$ cat src/logic/bdgr_params.svh
/*
  Offsets, field positions, reset values, codes and timing counts of the
  burnout, converter code and pin A register slice. Assumes the includer
  uses these with 7-bit register addresses and 16-bit register data.
*/
`ifndef BDGR_PARAMS_SVH
`define BDGR_PARAMS_SVH

// register offsets
`define BDGR_ADDR_BURNOUT 7'h0a
`define BDGR_ADDR_CODE 7'h0b
`define BDGR_ADDR_ACTIVE 7'h0d
`define BDGR_ADDR_PIN_A 7'h35

// reset values and writable masks
`define BDGR_RST_BURNOUT 16'h0000
`define BDGR_RST_CODE 16'h0000
`define BDGR_RST_PIN_A 16'h0008
`define BDGR_WMASK_BURNOUT 16'h7fff
`define BDGR_WMASK_CODE 16'h3fff
`define BDGR_WMASK_PIN_A 16'h001f

// burnout field positions
`define BDGR_S2_MAG_HI 14
`define BDGR_S2_MAG_LO 12
`define BDGR_S2_POL 11
`define BDGR_S2_EN 10
`define BDGR_S1_MAG_HI 9
`define BDGR_S1_MAG_LO 7
`define BDGR_S1_POL 6
`define BDGR_S1_EN 5
`define BDGR_T_MAG_HI 4
`define BDGR_T_MAG_LO 2
`define BDGR_T_POL 1
`define BDGR_T_EN 0

// burnout magnitude codes
`define BDGR_MAG_OFF 3'h0
`define BDGR_MAG_50NA 3'h1
`define BDGR_MAG_500NA 3'h3
`define BDGR_MAG_1UA 3'h4
`define BDGR_MAG_10UA 3'h6

// pin A field positions and mode codes
`define BDGR_PIN_MODE_HI 2
`define BDGR_PIN_MODE_LO 0
`define BDGR_PIN_PULLDOWN 3
`define BDGR_PIN_LEVEL 4
`define BDGR_PIN_READBACK 5
`define BDGR_MODE_HIZ 3'h0
`define BDGR_MODE_OUT 3'h1
`define BDGR_MODE_OUTIN 3'h2
`define BDGR_MODE_IN 3'h3
`define BDGR_MODE_COMP 3'h4

// serial frame: read flag, 7 address bits, 16 data bits
`define BDGR_FRAME_HDR_LAST 5'h07
`define BDGR_FRAME_LAST 5'h17

// timing: slew step period
`define BDGR_CLK_MHZ 25
`define BDGR_SLEW_TICK_NS 1000
`define BDGR_SLEW_TICK_CYC ((`BDGR_SLEW_TICK_NS * `BDGR_CLK_MHZ) / 1000)

`endif

$ cat src/logic/bdgr_pkg.sv
/*
  Types shared by the register slice and its serial front end.
  Assumes nothing of its surroundings.
*/
package bdgr_pkg;
  // decoded burnout current level handed to the analog side
  typedef enum logic [2:0] {
    BDGR_CUR_OFF, BDGR_CUR_50NA, BDGR_CUR_500NA, BDGR_CUR_1UA, BDGR_CUR_10UA
  } bdgr_current_e;
  // decoded pin A mode
  typedef enum logic [2:0] {
    BDGR_PIN_HIZ, BDGR_PIN_OUT, BDGR_PIN_OUTIN, BDGR_PIN_IN, BDGR_PIN_COMP
  } bdgr_pin_mode_e;
  // serial frame phase
  typedef enum logic [1:0] {
    BDGR_SPI_HDR, BDGR_SPI_DATA, BDGR_SPI_DONE
  } bdgr_spi_state_e;
endpackage

$ cat src/logic/bdgr_bus_if.sv
/*
  Register access carrier between the serial front end and the register
  bank. Assumes both ends run on the one system clock.
*/
`timescale 1ns/100ps
interface bdgr_bus_if;
  logic wr_stb;
  logic rd_stb;
  logic [6:0] addr;
  logic [15:0] wdata;
  logic [15:0] rdata;
  modport master (output wr_stb, output rd_stb, output addr, output wdata, input rdata);
  modport slave (input wr_stb, input rd_stb, input addr, input wdata, output rdata);
endinterface

$ cat src/logic/bdgr_regs.sv
/*
  Burnout current, converter code, active code and pin A configuration
  registers behind the serial register port. Assumes the analog side takes
  the decoded burnout levels and the active converter code as levels, and
  that the pin pad resolves the level from pin_a_o and pin_a_oe_o.
*/
`timescale 1ns/100ps
`include "bdgr_params.svh"
module bdgr_regs #(
  parameter int SLEW_TICK_CYC = `BDGR_SLEW_TICK_CYC
) (
  // clock and reset
  input wire logic clk_sys_i,
  input wire logic rst_i,
  // serial register port
  input wire logic spi_sclk_i,
  input wire logic spi_cs_n_i,
  input wire logic spi_mosi_i,
  output logic spi_miso_o,
  output logic spi_miso_oe_o,
  // slew control from the output function logic
  input wire logic slew_enable_i,
  input wire logic [13:0] slew_step_i,
  // converter
  output logic [13:0] converter_code_o,
  // burnout controls
  output bdgr_pkg::bdgr_current_e terminal_burnout_level_o,
  output logic terminal_burnout_polarity_o,
  output logic terminal_burnout_enable_o,
  output bdgr_pkg::bdgr_current_e sense1_burnout_level_o,
  output logic sense1_burnout_polarity_o,
  output logic sense1_burnout_enable_o,
  output bdgr_pkg::bdgr_current_e sense2_burnout_level_o,
  output logic sense2_burnout_polarity_o,
  output logic sense2_burnout_enable_o,
  // pin A and comparator
  input wire logic pin_a_i,
  input wire logic comparator_i,
  output logic pin_a_o,
  output logic pin_a_oe_o,
  output logic pin_a_pulldown_o
);
  bdgr_bus_if bus ();

  logic [15:0] burnout_q;
  logic [15:0] code_q;
  logic [13:0] active_q;
  logic [15:0] pin_cfg_q;
  logic [1:0] pin_s_q;
  logic [1:0] comp_s_q;
  logic readback_q;
  logic [15:0] tick_cnt_q;
  logic tick;
  logic [14:0] step_eff;
  logic [14:0] diff_up;
  logic [14:0] diff_dn;
  logic [15:0] rdata;
  bdgr_pkg::bdgr_pin_mode_e mode;
  bdgr_pkg::bdgr_current_e t_lvl_q;
  bdgr_pkg::bdgr_current_e s1_lvl_q;
  bdgr_pkg::bdgr_current_e s2_lvl_q;

  // merge writable bits only, so reserved bits never take a write
  function automatic logic [15:0] wmerge(input logic [15:0] old, input logic [15:0] wd,
                                         input logic [15:0] mask);
    wmerge = (old & ~mask) | (wd & mask);
  endfunction

  // magnitude decode; reserved codes give no current
  function automatic bdgr_pkg::bdgr_current_e cur_decode(input logic [2:0] mag,
                                                         input logic sense);
    case (mag)
      `BDGR_MAG_50NA: cur_decode = sense ? bdgr_pkg::BDGR_CUR_50NA : bdgr_pkg::BDGR_CUR_OFF;
      `BDGR_MAG_500NA: cur_decode = sense ? bdgr_pkg::BDGR_CUR_500NA : bdgr_pkg::BDGR_CUR_OFF;
      `BDGR_MAG_1UA: cur_decode = bdgr_pkg::BDGR_CUR_1UA;
      `BDGR_MAG_10UA: cur_decode = bdgr_pkg::BDGR_CUR_10UA;
      default: cur_decode = bdgr_pkg::BDGR_CUR_OFF;
    endcase
  endfunction

  // serial front end
  bdgr_spi_slave u_spi (
    .clk_sys_i(clk_sys_i),
    .rst_i(rst_i),
    .spi_sclk_i(spi_sclk_i),
    .spi_cs_n_i(spi_cs_n_i),
    .spi_mosi_i(spi_mosi_i),
    .spi_miso_o(spi_miso_o),
    .spi_miso_oe_o(spi_miso_oe_o),
    .bus(bus.master)
  );

  always_ff @(posedge clk_sys_i) begin
    if (rst_i) begin
      burnout_q <= `BDGR_RST_BURNOUT;
    end else if (bus.wr_stb && bus.addr == `BDGR_ADDR_BURNOUT) begin
      burnout_q <= wmerge(burnout_q, bus.wdata, `BDGR_WMASK_BURNOUT);
    end
  end

  always_ff @(posedge clk_sys_i) begin
    if (rst_i) begin
      t_lvl_q <= bdgr_pkg::BDGR_CUR_OFF;
      s1_lvl_q <= bdgr_pkg::BDGR_CUR_OFF;
      s2_lvl_q <= bdgr_pkg::BDGR_CUR_OFF;
    end else begin
      t_lvl_q <= cur_decode(burnout_q[`BDGR_T_MAG_HI:`BDGR_T_MAG_LO], 1'b0);
      s1_lvl_q <= cur_decode(burnout_q[`BDGR_S1_MAG_HI:`BDGR_S1_MAG_LO], 1'b1);
      s2_lvl_q <= cur_decode(burnout_q[`BDGR_S2_MAG_HI:`BDGR_S2_MAG_LO], 1'b1);
    end
  end

  assign terminal_burnout_level_o = t_lvl_q;
  assign sense1_burnout_level_o = s1_lvl_q;
  assign sense2_burnout_level_o = s2_lvl_q;
  assign terminal_burnout_polarity_o = burnout_q[`BDGR_T_POL];
  assign terminal_burnout_enable_o = burnout_q[`BDGR_T_EN];
  assign sense1_burnout_polarity_o = burnout_q[`BDGR_S1_POL];
  assign sense1_burnout_enable_o = burnout_q[`BDGR_S1_EN];
  assign sense2_burnout_polarity_o = burnout_q[`BDGR_S2_POL];
  assign sense2_burnout_enable_o = burnout_q[`BDGR_S2_EN];

  always_ff @(posedge clk_sys_i) begin
    if (rst_i) begin
      code_q <= `BDGR_RST_CODE;
    end else if (bus.wr_stb && bus.addr == `BDGR_ADDR_CODE) begin
      code_q <= wmerge(code_q, bus.wdata, `BDGR_WMASK_CODE);
    end
  end

  // slew step divider; the tick is a one-cycle enable
  always_ff @(posedge clk_sys_i) begin
    if (rst_i || tick) begin
      tick_cnt_q <= 16'h0000;
    end else begin
      tick_cnt_q <= tick_cnt_q + 16'h0001;
    end
  end

  assign tick = tick_cnt_q >= 16'(SLEW_TICK_CYC - 1);
  assign step_eff = (slew_step_i == 14'h0000) ? 15'h0001 : {1'b0, slew_step_i};
  assign diff_up = {1'b0, code_q[13:0]} - {1'b0, active_q};
  assign diff_dn = {1'b0, active_q} - {1'b0, code_q[13:0]};

  // active code walks one step per tick
  // a step of zero would stall forever, so it counts as one
  always_ff @(posedge clk_sys_i) begin
    if (rst_i) begin
      active_q <= 14'h0000;
    end else if (!slew_enable_i) begin
      active_q <= code_q[13:0];
    end else if (tick && code_q[13:0] > active_q) begin
      active_q <= (diff_up > step_eff) ? 14'(active_q + step_eff[13:0]) : code_q[13:0];
    end else if (tick && code_q[13:0] < active_q) begin
      active_q <= (diff_dn > step_eff) ? 14'(active_q - step_eff[13:0]) : code_q[13:0];
    end
  end

  assign converter_code_o = active_q;

  always_ff @(posedge clk_sys_i) begin
    if (rst_i) begin
      pin_cfg_q <= `BDGR_RST_PIN_A;
    end else if (bus.wr_stb && bus.addr == `BDGR_ADDR_PIN_A) begin
      pin_cfg_q <= wmerge(pin_cfg_q, bus.wdata, `BDGR_WMASK_PIN_A);
    end
  end

  assign pin_a_pulldown_o = pin_cfg_q[`BDGR_PIN_PULLDOWN];

  // unlisted modes fall to high impedance
  always_comb begin
    case (pin_cfg_q[`BDGR_PIN_MODE_HI:`BDGR_PIN_MODE_LO])
      `BDGR_MODE_OUT: mode = bdgr_pkg::BDGR_PIN_OUT;
      `BDGR_MODE_OUTIN: mode = bdgr_pkg::BDGR_PIN_OUTIN;
      `BDGR_MODE_IN: mode = bdgr_pkg::BDGR_PIN_IN;
      `BDGR_MODE_COMP: mode = bdgr_pkg::BDGR_PIN_COMP;
      default: mode = bdgr_pkg::BDGR_PIN_HIZ;
    endcase
  end

  // pin and comparator synchronisers
  always_ff @(posedge clk_sys_i) begin
    if (rst_i) begin
      pin_s_q <= 2'h0;
      comp_s_q <= 2'h0;
    end else begin
      pin_s_q <= {pin_s_q[0], pin_a_i};
      comp_s_q <= {comp_s_q[0], comparator_i};
    end
  end

  // drive level from the level bit, or from the synchronised comparator in comparator mode
  always_ff @(posedge clk_sys_i) begin
    if (rst_i) begin
      pin_a_o <= 1'b0;
      pin_a_oe_o <= 1'b0;
    end else begin
      case (mode)
        bdgr_pkg::BDGR_PIN_OUT, bdgr_pkg::BDGR_PIN_OUTIN: begin
          pin_a_o <= pin_cfg_q[`BDGR_PIN_LEVEL];
          pin_a_oe_o <= 1'b1;
        end
        bdgr_pkg::BDGR_PIN_COMP: begin
          pin_a_o <= comp_s_q[1];
          pin_a_oe_o <= 1'b1;
        end
        default: begin
          pin_a_o <= 1'b0;
          pin_a_oe_o <= 1'b0;
        end
      endcase
    end
  end

  // readback through the input buffer
  // a disabled buffer reads as zero rather than a floating pad
  always_ff @(posedge clk_sys_i) begin
    if (rst_i) begin
      readback_q <= 1'b0;
    end else begin
      readback_q <= (mode == bdgr_pkg::BDGR_PIN_OUTIN || mode == bdgr_pkg::BDGR_PIN_IN)
                    && pin_s_q[1];
    end
  end

  always_comb begin
    case (bus.addr)
      `BDGR_ADDR_BURNOUT: rdata = burnout_q & `BDGR_WMASK_BURNOUT;
      `BDGR_ADDR_CODE: rdata = code_q & `BDGR_WMASK_CODE;
      `BDGR_ADDR_ACTIVE: rdata = {2'h0, active_q};
      `BDGR_ADDR_PIN_A: rdata = {10'h000, readback_q, pin_cfg_q[4:0]};
      default: rdata = 16'h0000;
    endcase
  end

  assign bus.rdata = rdata;
endmodule // bdgr_regs

$ cat src/logic/bdgr_spi_slave.sv
/*
  Serial register port, mode 0, MSB first, 24-bit frame: read flag, address,
  data. Assumes the serial clock is slower than a quarter of clk_sys_i per
  half period, since all pins are oversampled through synchronisers.
*/
`timescale 1ns/100ps
`include "bdgr_params.svh"
module bdgr_spi_slave (
  // clock and reset
  input wire logic clk_sys_i,
  input wire logic rst_i,
  // serial pins
  input wire logic spi_sclk_i,
  input wire logic spi_cs_n_i,
  input wire logic spi_mosi_i,
  output logic spi_miso_o,
  output logic spi_miso_oe_o,
  // register access
  bdgr_bus_if.master bus
);
  logic [1:0] sclk_s_q;
  logic [1:0] cs_s_q;
  logic [1:0] mosi_s_q;
  logic sclk_last_q;
  logic [4:0] cnt_q;
  logic [22:0] shin_q;
  logic [15:0] tx_q;
  logic rw_q;
  logic rd_stb_q;
  logic wr_stb_q;
  logic [6:0] addr_q;
  logic [15:0] wdata_q;
  logic miso_q;
  bdgr_pkg::bdgr_spi_state_e state_q;
  logic sclk_rise;
  logic sclk_fall;
  logic cs_act;

  // two-flop synchronisers; only the second stage is read by logic
  always_ff @(posedge clk_sys_i) begin
    if (rst_i) begin
      sclk_s_q <= 2'h0;
      cs_s_q <= 2'h3;
      mosi_s_q <= 2'h0;
      sclk_last_q <= 1'b0;
    end else begin
      sclk_s_q <= {sclk_s_q[0], spi_sclk_i};
      cs_s_q <= {cs_s_q[0], spi_cs_n_i};
      mosi_s_q <= {mosi_s_q[0], spi_mosi_i};
      sclk_last_q <= sclk_s_q[1];
    end
  end

  // edges seen on the synchronised clock
  assign sclk_rise = sclk_s_q[1] & ~sclk_last_q;
  assign sclk_fall = ~sclk_s_q[1] & sclk_last_q;
  assign cs_act = ~cs_s_q[1];

  // frame sequencing; a frame cut short by select never writes
  always_ff @(posedge clk_sys_i) begin
    if (rst_i || !cs_act) begin
      state_q <= bdgr_pkg::BDGR_SPI_HDR;
      cnt_q <= 5'h00;
      shin_q <= 23'h00_0000;
      rw_q <= 1'b0;
      addr_q <= 7'h00;
    end else if (sclk_rise && state_q != bdgr_pkg::BDGR_SPI_DONE) begin
      shin_q <= {shin_q[21:0], mosi_s_q[1]};
      cnt_q <= cnt_q + 5'h01;
      if (cnt_q == `BDGR_FRAME_HDR_LAST) begin
        state_q <= bdgr_pkg::BDGR_SPI_DATA;
        rw_q <= shin_q[6];
        addr_q <= {shin_q[5:0], mosi_s_q[1]};
      end
      if (cnt_q == `BDGR_FRAME_LAST) begin
        state_q <= bdgr_pkg::BDGR_SPI_DONE;
      end
    end
  end

  // access strobes, one cycle each
  always_ff @(posedge clk_sys_i) begin
    if (rst_i) begin
      rd_stb_q <= 1'b0;
      wr_stb_q <= 1'b0;
      wdata_q <= 16'h0000;
    end else begin
      rd_stb_q <= cs_act && sclk_rise && state_q == bdgr_pkg::BDGR_SPI_HDR
                  && cnt_q == `BDGR_FRAME_HDR_LAST && shin_q[6];
      wr_stb_q <= cs_act && sclk_rise && state_q == bdgr_pkg::BDGR_SPI_DATA
                  && cnt_q == `BDGR_FRAME_LAST && !rw_q;
      if (cs_act && sclk_rise && cnt_q == `BDGR_FRAME_LAST) begin
        wdata_q <= {shin_q[14:0], mosi_s_q[1]};
      end
    end
  end

  // read data shifts out on falling edges, first bit after the header
  always_ff @(posedge clk_sys_i) begin
    if (rst_i) begin
      tx_q <= 16'h0000;
      miso_q <= 1'b0;
    end else if (rd_stb_q) begin
      tx_q <= bus.rdata;
    end else if (cs_act && sclk_fall && state_q == bdgr_pkg::BDGR_SPI_DATA) begin
      miso_q <= tx_q[15];
      tx_q <= {tx_q[14:0], 1'b0};
    end
  end

  assign spi_miso_o = miso_q;
  assign spi_miso_oe_o = cs_act && rw_q && state_q != bdgr_pkg::BDGR_SPI_HDR;
  assign bus.rd_stb = rd_stb_q;
  assign bus.wr_stb = wr_stb_q;
  assign bus.addr = addr_q;
  assign bus.wdata = wdata_q;
endmodule // bdgr_spi_slave

$ cat config.mk
export PLATFORM = sky130hd
export DESIGN_NAME = bdgr_regs
export DESIGN_NICKNAME = d
export VERILOG_FILES = /design/src/logic/bdgr_pkg.sv /design/src/logic/bdgr_bus_if.sv /design/src/logic/bdgr_regs.sv /design/src/logic/bdgr_spi_slave.sv
export VERILOG_INCLUDE_DIRS = /design/src /design/src/logic
export SDC_FILE = /design/constraint.sdc
export NUM_CORES = 1
export LEC_CHECK = 0
export BUFFER_PORTS_ARGS = -buffer_cell sky130_fd_sc_hd__buf_4
export CORE_UTILIZATION = 60
export CTS_BUF_LIST = sky130_fd_sc_hd__clkbuf_2
export DETAILED_ROUTE_END_ITERATION = 10
export PLACE_DENSITY = 0.79
export SETUP_SLACK_MARGIN = 0.2
export SYNTH_ARGS = -nofsm -noshare
export SYNTH_HDL_FRONTEND = slang
export SYNTH_SLANG_ARGS = --single-unit
$ cat constraint.sdc
create_clock -name clk_sys_i -period 11.5 [get_ports clk_sys_i]
set_input_delay 2.3 -clock clk_sys_i [delete_from_list [all_inputs] [get_ports clk_sys_i]]
set_output_delay 2.3 -clock clk_sys_i [all_outputs]
set_load 0.02 [all_outputs]
==> summary.md, run 1 <==
| Metric | Value |
|---|---|
| Status | finished, final reports clean |
| Max Freq | 178 MHz |
| Layout fillers | 1,386 |
| RSZ-0062 raised after global routing | no |
| Post-route ant nets | 0 |
| Die Area | 16,100 µm² |
| Top cell type's share of synthesized area | 31.8% |
| Worst Setup EP | converter_code_o[0] |
| DRC | 0 |
| Grt ovf | 0 |
| Worst-path fanout max | 13 |
| Num ports | 56 |
| Clock Skew | 0.0290 ns |
| CTS hold repair buffers | 0 |
| Final worst path period need | 5.62 ns |
| Setup slack at placement | 5.35 ns |
| Vias in the first global route | 7,935 |
| Largest area contributor in the netlist | dfxtp_1 |
| Row count | 45 |
| Post-detail-place hpwl | 18.1 mm |
| Max-Cap Viols | 0 |
| Number of buffers created by CTS | 17 |
| DIE WIDTH | 127 µm |
| CTS root buffer | clkbuf_2 |
| Top_reg_cell synth | dfxtp_1 |
| Max Slew Vio Count | 0 |
| RePlAce Congestion | 0.958 |
| Final hold vios | 0 |
| Via count | 8,344 |
| Routed WL | 23.9 mm |
| Rel. slew slack | 16.6% |
| Synthesized flop and latch total | 149 |
| Net count, final | 1,302 |
| DR vias/cell | 5.99 |
| CTS-repair resized insts | 0 |
| H-tree depth | 4 |
| CTS max path bufs | 2 |
| CP Launch Point | converter_code_o[1] |
| Hold Crit Class | flop to flop |
| Setup Buffers After CTS | 0 |
| Final period util | 48.8% |
| First-pass GRT wire length | 39.5 mm |
| Reg2Reg Setup Slack | 5.88 ns |
| CTS tree | done |
| Crit Path Class | flop to flop |
| Initial antenna violation count | 0 |
| Number of synthesized flops with an enable pin | 0 |
| Synth area leaders | dfxtp_1, ha_1, a21oi_1 |
| Die height | 127 µm |
| Initial Util | 61.7% |
| N_diodes | 0 |
| Worst R2R Path Depth | 18 |
| Leakage | 3.84 nW |
| Pwr Density | 171 nW/µm² |
| Arr. time, crit path | 6.25 ns |
| Sink Count | 149 |
| Total negative slack | 0 ns |
| Placeable Area | 15,200 µm² |
| Final setup vio count | 0 |
| CP Launch Type | flop |
| PortBufs | 55 |
| Syn Inst Count | 1,180 |
| RR Startpoint | converter_code_o[1] |
| Pin count of the biggest net entering global routing | 75 |
| Critical path required time | 12.14 ns |
| Synthesized area | 9370 µm² |
| Mean Syn Cell Area | 7.94 µm² |
| Netlist cell types | 77 |
| Most frequent cells after synthesis | nand2_1, dfxtp_1, a21oi_1 |
| Slack of the critical path | 5.88 ns |
| Share of cells above drive strength 1 | 9.79% |
| Area growth syn-to-layout | 6.66% |
| GRT Overall Usage | 30.9% |
| DRT Pass-1 Iters | 6 |
| WL/cell | 17.2 µm |
| Clock transition at the registers of the reported paths | 0.23 ns |
| Initial drt markers | 606 |
| Cell with the most instances after synthesis | nand2_1 |
| Reg-to-reg critical path endpoint | converter_code_o[0] |
| Worst-margin pin slew | 1.24 ns |
| Worst skew pair latency | 0.70 ns |
| Sequential share of the synthesized area | 31.8% |
| VDD IR max | 0.0000997 V |
| Synth Warn # | 0 |
| Worst setup EP type | flop |
| Async SR Flop Fraction | 0% |
worst min path at each step:
stage                     depth (start not counted)               to             from  slack, ns
after floorplan                                   1  u_spi.cs_s_q[1]  u_spi.cs_s_q[0]       0.39
after global placement                            1  u_spi.cs_s_q[1]  u_spi.cs_s_q[0]       0.40
after detailed placement                          1  u_spi.cs_s_q[1]  u_spi.cs_s_q[0]       0.40
after CTS                                         1  u_spi.cs_s_q[1]  u_spi.cs_s_q[0]       0.45
after global routing                              1  u_spi.cs_s_q[1]  u_spi.cs_s_q[0]       0.46
final                                             1  u_spi.cs_s_q[1]  u_spi.cs_s_q[0]       0.44
critical path: stages, from the launching register on:
cell and delay (ns):
dfxtp_1 0.60, inv_1 0.25, ha_1 0.37, nor2b_1 0.15, o211ai_1 0.23, a21oi_1 0.13, o21a_1 0.20, o21ai_0 0.20
a21boi_0 0.21, or4_1 0.43, nand3_1 0.15, ha_1 0.26, o211ai_1 0.18, a21oi_1 0.17, o41a_1 0.45, o2111ai_2 0.55
nor2b_2 0.49, mux2_4 0.35, o31ai_4 0.16
power breakdown:
| group | switching [mW] | internal [mW] |
|---|---|---|
| Combinational | 0.509 | 0.354 |
| Clock | 0.197 | 0.0816 |
| Sequential | 0.0338 | 0.533 |
| Total | 0.740 | 0.969 |
flip-flops by register name, summed over array words and instances, names as in the netlist, 5 cells and up:
signal,cells
burnout_q,15
code_q,14
converter_code_o,14
pin_cfg_q,5
tick_cnt_q,16
u_spi.bus.addr,7
u_spi.bus.wdata,15
u_spi.cnt_q,5
u_spi.shin_q,14
u_spi.tx_q,16
metal layers:
layer | track usage [%] | vias to the layer above | share of wire (%)
met5 | 0 | - | 0
met4 | 13.2 | 0 | 3.5
met3 | 5.44 | 55 | 5.4
met2 | 52.9 | 251 | 48
met1 | 38.3 | 3877 | 43
li1 | - | 4161 | -
cells in the final DEF, fill, tap and decap left out, types with 8 or more instances in the layout:
cell / synthesis / layout
nand4_1: 12 / 12
nand3_1: 20 / 20
inv_1: 71 / 71
nor4_1: 15 / 13
nand2_1: 155 / 155
or3_1: 9 / 9
xor2_1: 15 / 15
conb_1: 1 / 11
o21ai_0: 34 / 34
ha_1: 84 / 84
xnor2_1: 26 / 26
clkbuf_2: 0 / 18
a31oi_1: 15 / 15
mux2i_1: 26 / 26
buf_4: 3 / 60
nor2b_1: 27 / 27
o21a_1: 12 / 12
nor2_1: 100 / 100
nor3_1: 20 / 20
or2_2: 8 / 8
dfxtp_1: 149 / 149
a21oi_1: 134 / 134
a211oi_1: 22 / 22
o21bai_1: 8 / 8
a21o_1: 9 / 9
nand2b_1: 11 / 11
area by class of cell:
type / instances / area (µm²) / share of cell area, %
Tap cell: 188 / 235 / 2.35
Timing Repair Buffer: 60 / 450 / 4.51
Multi-Input combinational cell: 892 / 5840 / 58.4
Inverter: 72 / 270 / 2.70
Sequential cell: 149 / 2980 / 29.8
Clock buffer: 18 / 90.1 / 0.901
Clock inverter: 14 / 126 / 1.26
per-stage QoR:
| stage | util (%) | area [µm²] | power [mW] | hold WS, ns | instances |
|---|---|---|---|---|---|
| floorplan | - | 9410 | 1.22 | 0.389 | 1190 |
| global placement | 64.3 | 9780 | 1.42 | 0.402 | 1361 |
| detailed placement | 64.3 | 9780 | 1.42 | 0.403 | 1361 |
| CTS | 65.8 | 10000 | 1.70 | 0.447 | 1393 |
| global route | 65.8 | 10000 | 1.83 | 0.463 | 1393 |
| finish | 65.8 | 10000 | 1.71 | 0.443 | 1393 |
kinds of logic (layout without fill, tap and decap cells):
kind of cell	after synthesis	in the layout	synth area share (%)
xor+xnor	41	41	3.83
flops	149	149	31.8
other cells	1	11	0.0400
simple gates	412	412	20.8
buf+inv	149	164	6.38
mux	33	33	3.66
fa+ha+maj	88	88	12.1
compound gates	307	307	21.4
(Power assumes the default switching activity.)
==> run 2, diff against run 1 <==
==> constraint.sdc (replaced) <==
create_clock -name clk_sys_i -period 5.6 [get_ports clk_sys_i]
set_input_delay 1.12 -clock clk_sys_i [delete_from_list [all_inputs] [get_ports clk_sys_i]]
set_output_delay 1.12 -clock clk_sys_i [all_outputs]
set_load 0.02 [all_outputs]
==> run 2 against run 1 <==
Compared with the run above: global-route usage decreased by 1.2 points; cell count up 0.36%; sequential power increased by 100%; fmax up 11%; count of clock-buffer cells in the layout unchanged; critical path depth unchanged; total power up 100%; first-iteration DRC count grew 1.8%; highest routed layer unchanged.
==> summary.md, run 2 (synthesis gave the netlist of run 1 again) <==
| Metric | Value |
|---|---|
| VDD IR max | 0.000181 V (+81%) |
| Post-detail-place hpwl | 17.6 mm (-2.7%) |
| DIE WIDTH | 127 µm (unchanged) |
| WL/cell | 16.9 µm (-1.6%) |
| Reg-to-reg critical path endpoint | converter_code_o[0] |
| Final worst path period need | 5.07 ns (-0.551 ns) |
| Final setup vio count | 0 (unchanged) |
| Worst skew pair latency | 0.74 ns (+0.04 ns) |
| PortBufs | 55 (unchanged) |
| Pwr Density | 344 nW/µm² (+100%) |
| Pin count of the biggest net entering global routing | 96 (+28%) |
| N_diodes | 0 (unchanged) |
| Status | finished, final reports clean |
| Number of buffers created by CTS | 17 (unchanged) |
| Max Freq | 197 MHz (+11%) |
| GR Util met3 | 5.40% (-0.042 points) |
| First-pass GRT wire length | 38.1 mm (-3.4%) |
| GRT met1 Usage | 36.6% (-1.7 points) |
| Max-Cap Viols | 0 (unchanged) |
| Critical path required time | 6.27 ns (-5.87 ns) |
| Worst R2R Path Depth | 18 (unchanged) |
| RePlAce Congestion | 0.935 (-2.4%) |
| Area growth syn-to-layout | 6.77% |
| RSZ-0062 raised after global routing | no |
| RR Startpoint | converter_code_o[1] |
| Initial drt markers | 617 (+1.8%) |
| Rel. slew slack | 27.8% (+11 points) |
| Via count | 8,484 (+1.7%) |
| Arr. time, crit path | 5.73 ns (-0.52 ns) |
| Grt ovf | 0 (unchanged) |
| Initial antenna violation count | 0 (unchanged) |
| Placeable Area | 15,200 µm² (unchanged) |
| Global routing's busiest layer | met2 |
| Row count | 45 (unchanged) |
| Commonest non-fill, non-tap cell in the layout | nand2_1 |
| Slowest cell on crit path | dfxtp_1 |
| Hold Crit Class | flop to flop |
| DR vias/cell | 6.07 (+1.3%) |
| Clock transition at the registers of the reported paths | 0.20 ns (-0.03 ns) |
| DRC | 0 (unchanged) |
| Routing usage on met2 | 51.0% (-1.9 points) |
| Vias in the first global route | 7,754 (-2.3%) |
| Net count, final | 1,308 (+0.46%) |
| Die height | 127 µm (unchanged) |
| Final period util | 90.5% (+42 points) |
| Reg2Reg Setup Slack | 0.53 ns (-5.35 ns) |
| Cell-by-cell trace of the critical path | inv_1 > ha_1 > nor2b_1 > o21ai_0 > a21boi_0 > o21a_1 > o21ai_0 > and2_1 > o21ai_0 > o311ai_0 > ha_1 > nand3_1 > nor4_1 > a31oi_1 > o221a_2 > nor2b_4 > mux2_4 > o31ai_4 |
| Layout fillers | 1,320 (-4.8%) |
| H-tree depth | 4 (unchanged) |
| CTS tree | done |
| Die Area | 16,100 µm² (unchanged) |
| Most frequent cells in the layout | nand2_1, dfxtp_1, a21oi_1 |
| Post-route ant nets | 0 (unchanged) |
| Total negative slack | 0 ns (unchanged) |
| Share of cells above drive strength 1 | 10.1% (+0.29 points) |
| CTS hold repair buffers | 0 (unchanged) |
| Sink Count | 149 (unchanged) |
| Slack of the critical path | 0.535 ns (-5.35 ns) |
| Most used cell, CP | o21ai_0 |
| CP Launch Point | converter_code_o[1] |
| GRT Overall Usage | 29.7% (-1.2 points) |
| Setup slack at placement | 0.539 ns (-4.81 ns) |
| Num ports | 56 (unchanged) |
| Setup Buffers After CTS | 0 (unchanged) |
| Final hold vios | 0 (unchanged) |
| CTS-repair resized insts | 0 (unchanged) |
| Initial Util | 61.7% (unchanged) |
| Top flop regs | tick_cnt_q (16), u_spi.tx_q (16) |
| Crit Path Class | flop to flop |
| Crit-path max cell delay | 0.57 ns (-0.03 ns) |
| Worst-margin pin slew | 1.08 ns (-0.163 ns) |
| Clock Skew | 0.0244 ns (-0.00457 ns) |
| CTS root buffer | clkbuf_2 |
| Worst setup EP type | flop |
| CP Launch Type | flop |
| DRT Pass-1 Iters | 9 (+3) |
| Max Slew Vio Count | 0 (unchanged) |
| Leakage | 3.85 nW (+0.31%) |
| Worst-path fanout max | 15 (+2) |
| CTS max path bufs | 2 (unchanged) |
| Routed WL | 23.7 mm (-1.2%) |
| Worst Setup EP | converter_code_o[0] |
run 2: stage by stage:
stage | utilization, % | hold WS (ns) | instances | cell area, µm² | total power [mW]
global placement | 64.6 | 0.399 | 1367 | 9830 | 2.89
global route | 65.8 | 0.464 | 1398 | 10000 | 3.67
floorplan | - | 0.389 | 1190 | 9410 | 2.51
finish | 65.8 | 0.441 | 1398 | 10000 | 3.44
detailed placement | 64.6 | 0.400 | 1367 | 9830 | 2.92
CTS | 65.8 | 0.453 | 1398 | 10000 | 3.41
run 2: cell type report:
cell class                 count  area, µm²  share of cell area (%)
inverter                      72        270                    2.70
multi-input combinational    892       5850                    58.4
clock buffer                  18       90.1                   0.900
sequential                   149       2980                    29.8
tap                          188        235                    2.35
timing repair buffer          66        495                    4.95
clock inverter                13       86.3                   0.863
run 2: metal layers:
metal  wire length [µm]  up-vias  share of wire, %
met3               1290       66               5.5
li1                   -     4156                 -
met2              11400      271                48
met5                  0        -                 0
met4                799        0               3.4
met1              10100     3991                43
run 2: worst min path at each step:
stage                       from           endpoint  slack [ns]  depth (start not counted)
2_1_floorplan    u_spi.cs_s_q[0]    u_spi.cs_s_q[1]        0.39                          1
3_3_place_gp     u_spi.cs_s_q[0]    u_spi.cs_s_q[1]        0.40                          1
6_report         u_spi.cs_s_q[0]    u_spi.cs_s_q[1]        0.44                          1
4_1_cts          u_spi.cs_s_q[0]    u_spi.cs_s_q[1]        0.45                          1
3_5_place_dp     u_spi.cs_s_q[0]    u_spi.cs_s_q[1]        0.40                          1
5_1_grt        u_spi.sclk_s_q[0]  u_spi.sclk_s_q[1]        0.46                          1
run 2: power by group:
| group | internal (mW) | switching (mW) | total (mW) | leakage (nW) |
|---|---|---|---|---|
| Sequential | 1.09 | 0.0506 | 1.15 | 1.21 |
| Combinational | 0.748 | 1.05 | 1.80 | 2.54 |
| Clock | 0.112 | 0.385 | 0.497 | 0.105 |
| Total | 1.96 | 1.49 | 3.44 | 3.85 |
run 2: worst max-delay path, delay by kind of cell (launching register included):
family / cells / cell delay (ns)
and+or+nand+nor: 5 / 1.07
muxes: 1 / 0.35
buffers and inverters: 1 / 0.22
AOI/OAI and AO/OA: 9 / 2.17
DFF: 1 / 0.57
adders and majority gates: 2 / 0.62
==> run 3, diff against run 2 <==
--- a/config.mk
+++ b/config.mk
@@ -6,6 +6,7 @@
 export SDC_FILE = /design/constraint.sdc
 export NUM_CORES = 1
 export LEC_CHECK = 0
+export ABC_AREA = 1
 export BUFFER_PORTS_ARGS = -buffer_cell sky130_fd_sc_hd__buf_4
 export CORE_UTILIZATION = 60
 export CTS_BUF_LIST = sky130_fd_sc_hd__clkbuf_2
==> run 3 against run 2 <==
Compared with the run above: fmax increased by 19%; clock skew increased by 0.015 ns; wire length increased by 21%; total power increased by 16%; clock power increased by 38%; synthesized area increased by 2.9%; cell area increased by 3.1%; non-clock buffer count decreased by 8; flip-flop and latch count unchanged; count of clock-buffer cells in the layout increased by 1; highest routed layer unchanged.
==> summary.md, run 3 <==
| Metric | Value |
|---|---|
| Pin count of the biggest net entering global routing | 49 (-49%) |
| First-pass GRT wire length | 45.1 mm (+18%) |
| RePlAce Congestion | 1.00 (+7.2%) |
| DP Cell Count | 1,566 (+15%) |
| Net count, final | 1,484 (+13%) |
| GRT Overall Usage | 35.4% (+5.7 points) |
| Max Slew Vio Count | 0 (unchanged) |
| Largest area contributor in the netlist | dfxtp_1 |
| Synthesized area | 9650 µm² (+2.9%) |
| RSZ-0062 raised after global routing | no |
| Non-Filler Instances | 1,598 (+14%) |
| Commonest non-fill, non-tap cell in the layout | nand2_1 |
| Crit Path Class | flop to flop |
| Routing usage on met2 | 57.3% (+6.3 points) |
| GR Util met3 | 5.61% (+0.21 points) |
| Critical path required time | 6.27 ns (about the same) |
| Status | finished, final reports clean |
| Worst setup EP type | flop |
| Pwr Density | 388 nW/µm² (+13%) |
| Vias in the first global route | 8,623 (+11%) |
| Worst-margin pin slew | 1.10 ns (+0.0259 ns) |
| Worst-path fanout max | 23 (+8) |
| H-tree depth | 4 (unchanged) |
| Top cell type's share of synthesized area | 30.9% (-0.91 points) |
| Finished Cell Area | 10,300 µm² (+3.1%) |
| Placeable Area | 15,400 µm² (+1.5%) |
| DIE WIDTH | 129 µm (+1.4%) |
| Number of buffers created by CTS | 17 (unchanged) |
| Initial drt markers | 872 (+41%) |
| Top_reg_cell synth | dfxtp_1 |
| Row count | 45 (unchanged) |
| Number of synthesized flops with an enable pin | 0 (unchanged) |
| DRT Pass-1 Iters | 6 (-3) |
| Rel. slew slack | 26.3% (-1.5 points) |
| Reg-to-reg critical path endpoint | converter_code_o[13] |
| CTS root buffer | clkbuf_2 |
| Global routing's busiest layer | met2 |
| GRT met1 Usage | 45.0% (+8.5 points) |
| Max-Cap Viols | 0 (unchanged) |
| CTS-repair resized insts | 0 (unchanged) |
| Final setup vio count | 0 (unchanged) |
| VDD IR max | 0.000255 V (+41%) |
| Total negative slack | 0 ns (unchanged) |
| Most frequent cells in the layout | nand2_1, inv_1, dfxtp_1 |
| RR Startpoint | converter_code_o[0] |
| Setup Buffers After CTS | 0 (unchanged) |
| DP Area | 10,000 µm² (+2.1%) |
| Worst hold stages | 2 (+1) |
| Reg2Reg Setup Slack | 1.35 ns (+0.82 ns) |
| Syn Inst Count | 1,353 (+15%) |
| Slack of the critical path | 1.35 ns (+0.816 ns) |
| Final period util | 75.9% (-15 points) |
| Most frequent cells after synthesis | nand2_1, inv_1, dfxtp_1 |
| CTS hold repair buffers | 0 (unchanged) |
| Share of cells above drive strength 1 | 11.0% (+0.96 points) |
| CTS tree | done |
| Area growth syn-to-layout | 6.89% |
| CP Launch Type | flop |
| DR vias/cell | 5.81 (-4.3%) |
| Arr. time, crit path | 4.92 ns (-0.81 ns) |
| Clock transition at the registers of the reported paths | 0.23 ns (+0.03 ns) |
| Hold_ws | 0.414 ns (-0.0267 ns) |
| WHS Endpoint | u_spi.mosi_s_q[1] |
| Num ports | 56 (unchanged) |
| Clock Skew | 0.0395 ns (+0.0151 ns) |
| Initial Util | 62.5% (+0.88 points) |
| Setup slack at placement | 1.55 ns (+1.01 ns) |
| PortBufs | 55 (unchanged) |
| Synth Warn # | 0 (unchanged) |
| Via count | 9,278 (+9.4%) |
| Routed WL | 28.5 mm (+21%) |
| Initial antenna violation count | 1 (+1) |
| DRC | 0 (unchanged) |
| Max Freq | 235 MHz (+19%) |
| Final worst path period need | 4.25 ns (-0.816 ns) |
| Worst skew pair latency | 0.74 ns (about the same) |
| Post-route ant nets | 0 (unchanged) |
| Layout fillers | 1,441 (+9.2%) |
| Async SR Flop Fraction | 0% (unchanged) |
| Netlist cell types | 56 (-27%) |
| Worst R2R Path Depth | 19 (+1) |
| CTS max path bufs | 2 (unchanged) |
| Hold Crit Class | flop to flop |
| Die Area | 16,600 µm² (+2.9%) |
| Reg area | 2980 µm² (unchanged) |
| Cell with the most instances after synthesis | nand2_1 |
| WL/cell | 17.9 µm (+5.5%) |
| Synth area leaders | dfxtp_1, ha_1, nand2_1 |
| Post-detail-place hpwl | 22.1 mm (+25%) |
| Hold Path Origin | u_spi.mosi_s_q[0] |
| Synthesized flop and latch total | 149 (unchanged) |
| Sequential share of the synthesized area | 30.9% (-0.91 points) |
| Final hold vios | 0 (unchanged) |
| Leakage | 4.68 nW (+22%) |
| Sink Count | 149 (unchanged) |
| Mean Syn Cell Area | 7.13 µm² (-10%) |
| Area of the multi-input gates | 5650 µm² (-3.3%) |
| Grt ovf | 0 (unchanged) |
| Die height | 129 µm (+1.4%) |
| Top flop regs | tick_cnt_q (16), u_spi.tx_q (16) |
-- run 3: changes by cell type after synthesis, moves of 27 or more --
cell,before,now
nor2b_1,27,0
nand2_1,155,227
o21ai_0,34,114
inv_1,71,174
nor2_1,100,127
nand3_1,20,59
-- run 3: layout make-up --
type / instances / area share [%]
Antenna cell: 1 / 0.0243
Clock buffer: 19 / 0.922
Clock inverter: 12 / 1.74
Inverter: 186 / 6.79
Multi-Input combinational cell: 962 / 54.8
Sequential cell: 149 / 28.9
Tap cell: 211 / 2.56
Timing Repair Buffer: 58 / 4.22
-- run 3: critical path, cell delays in order (launching register included) --
cell and delay, ns:
dfxtp_1 0.41, inv_1 0.21, ha_1 0.22, inv_1 0.09, fa_1 0.45, a21oi_1 0.31
o221ai_1 0.18, xnor2_1 0.29, inv_1 0.08, ha_1 0.30, nand2_1 0.07, nor3_1 0.29
nand4_1 0.16, nand2_1 0.19, nand2_2 0.33, inv_1 0.20, nand2_1 0.06, a21oi_1 0.15
nor2_1 0.05, a21oi_1 0.12
-- run 3: how the worst max path moves through the flow --
stage / from / cells past startpoint / slack (ns) / to
finish: converter_code_o[0] / 19 / 1.35 / converter_code_o[13]
CTS: converter_code_o[9] / 21 / 1.48 / converter_code_o[11]
detailed placement: converter_code_o[9] / 21 / 1.55 / converter_code_o[11]
global placement: converter_code_o[9] / 21 / 1.54 / converter_code_o[11]
floorplan: converter_code_o[1] / 22 / 2.28 / converter_code_o[13]
global route: converter_code_o[0] / 19 / 1.02 / converter_code_o[9]
-- run 3: cells by family (layout without fill, tap and decap cells) --
group	Yosys count	in the layout	share of synthesized area (%)
compound gates	325	325	19.6
xor+xnor	47	47	4.27
fa+ha+maj	88	88	11.7
flops	149	149	30.9
other cells	1	12	0.0389
simple gates	491	491	22.5
buf+inv	252	275	10.9
-- run 3: layer usage --
layer | part of all wire, % | up-vias
met1 | 42 | 4233
met3 | 7.9 | 101
li1 | - | 4490
met4 | 5.5 | 0
met2 | 44 | 454
met5 | 0 | -
-- run 3: power breakdown --
group / internal (mW) / switching [mW] / leakage (nW)
sequential: 1.10 / 0.0587 / 1.21
combinational: 0.739 / 1.42 / 3.32
clock: 0.296 / 0.389 / 0.156
-- run 3: metrics by stage --
stage,utilization (%),total power [mW]
after floorplan,-,2.82
after global placement,65.1,3.25
final,66.8,4.00
after CTS,66.8,3.95
after global routing,66.8,4.27
after detailed placement,65.1,3.27
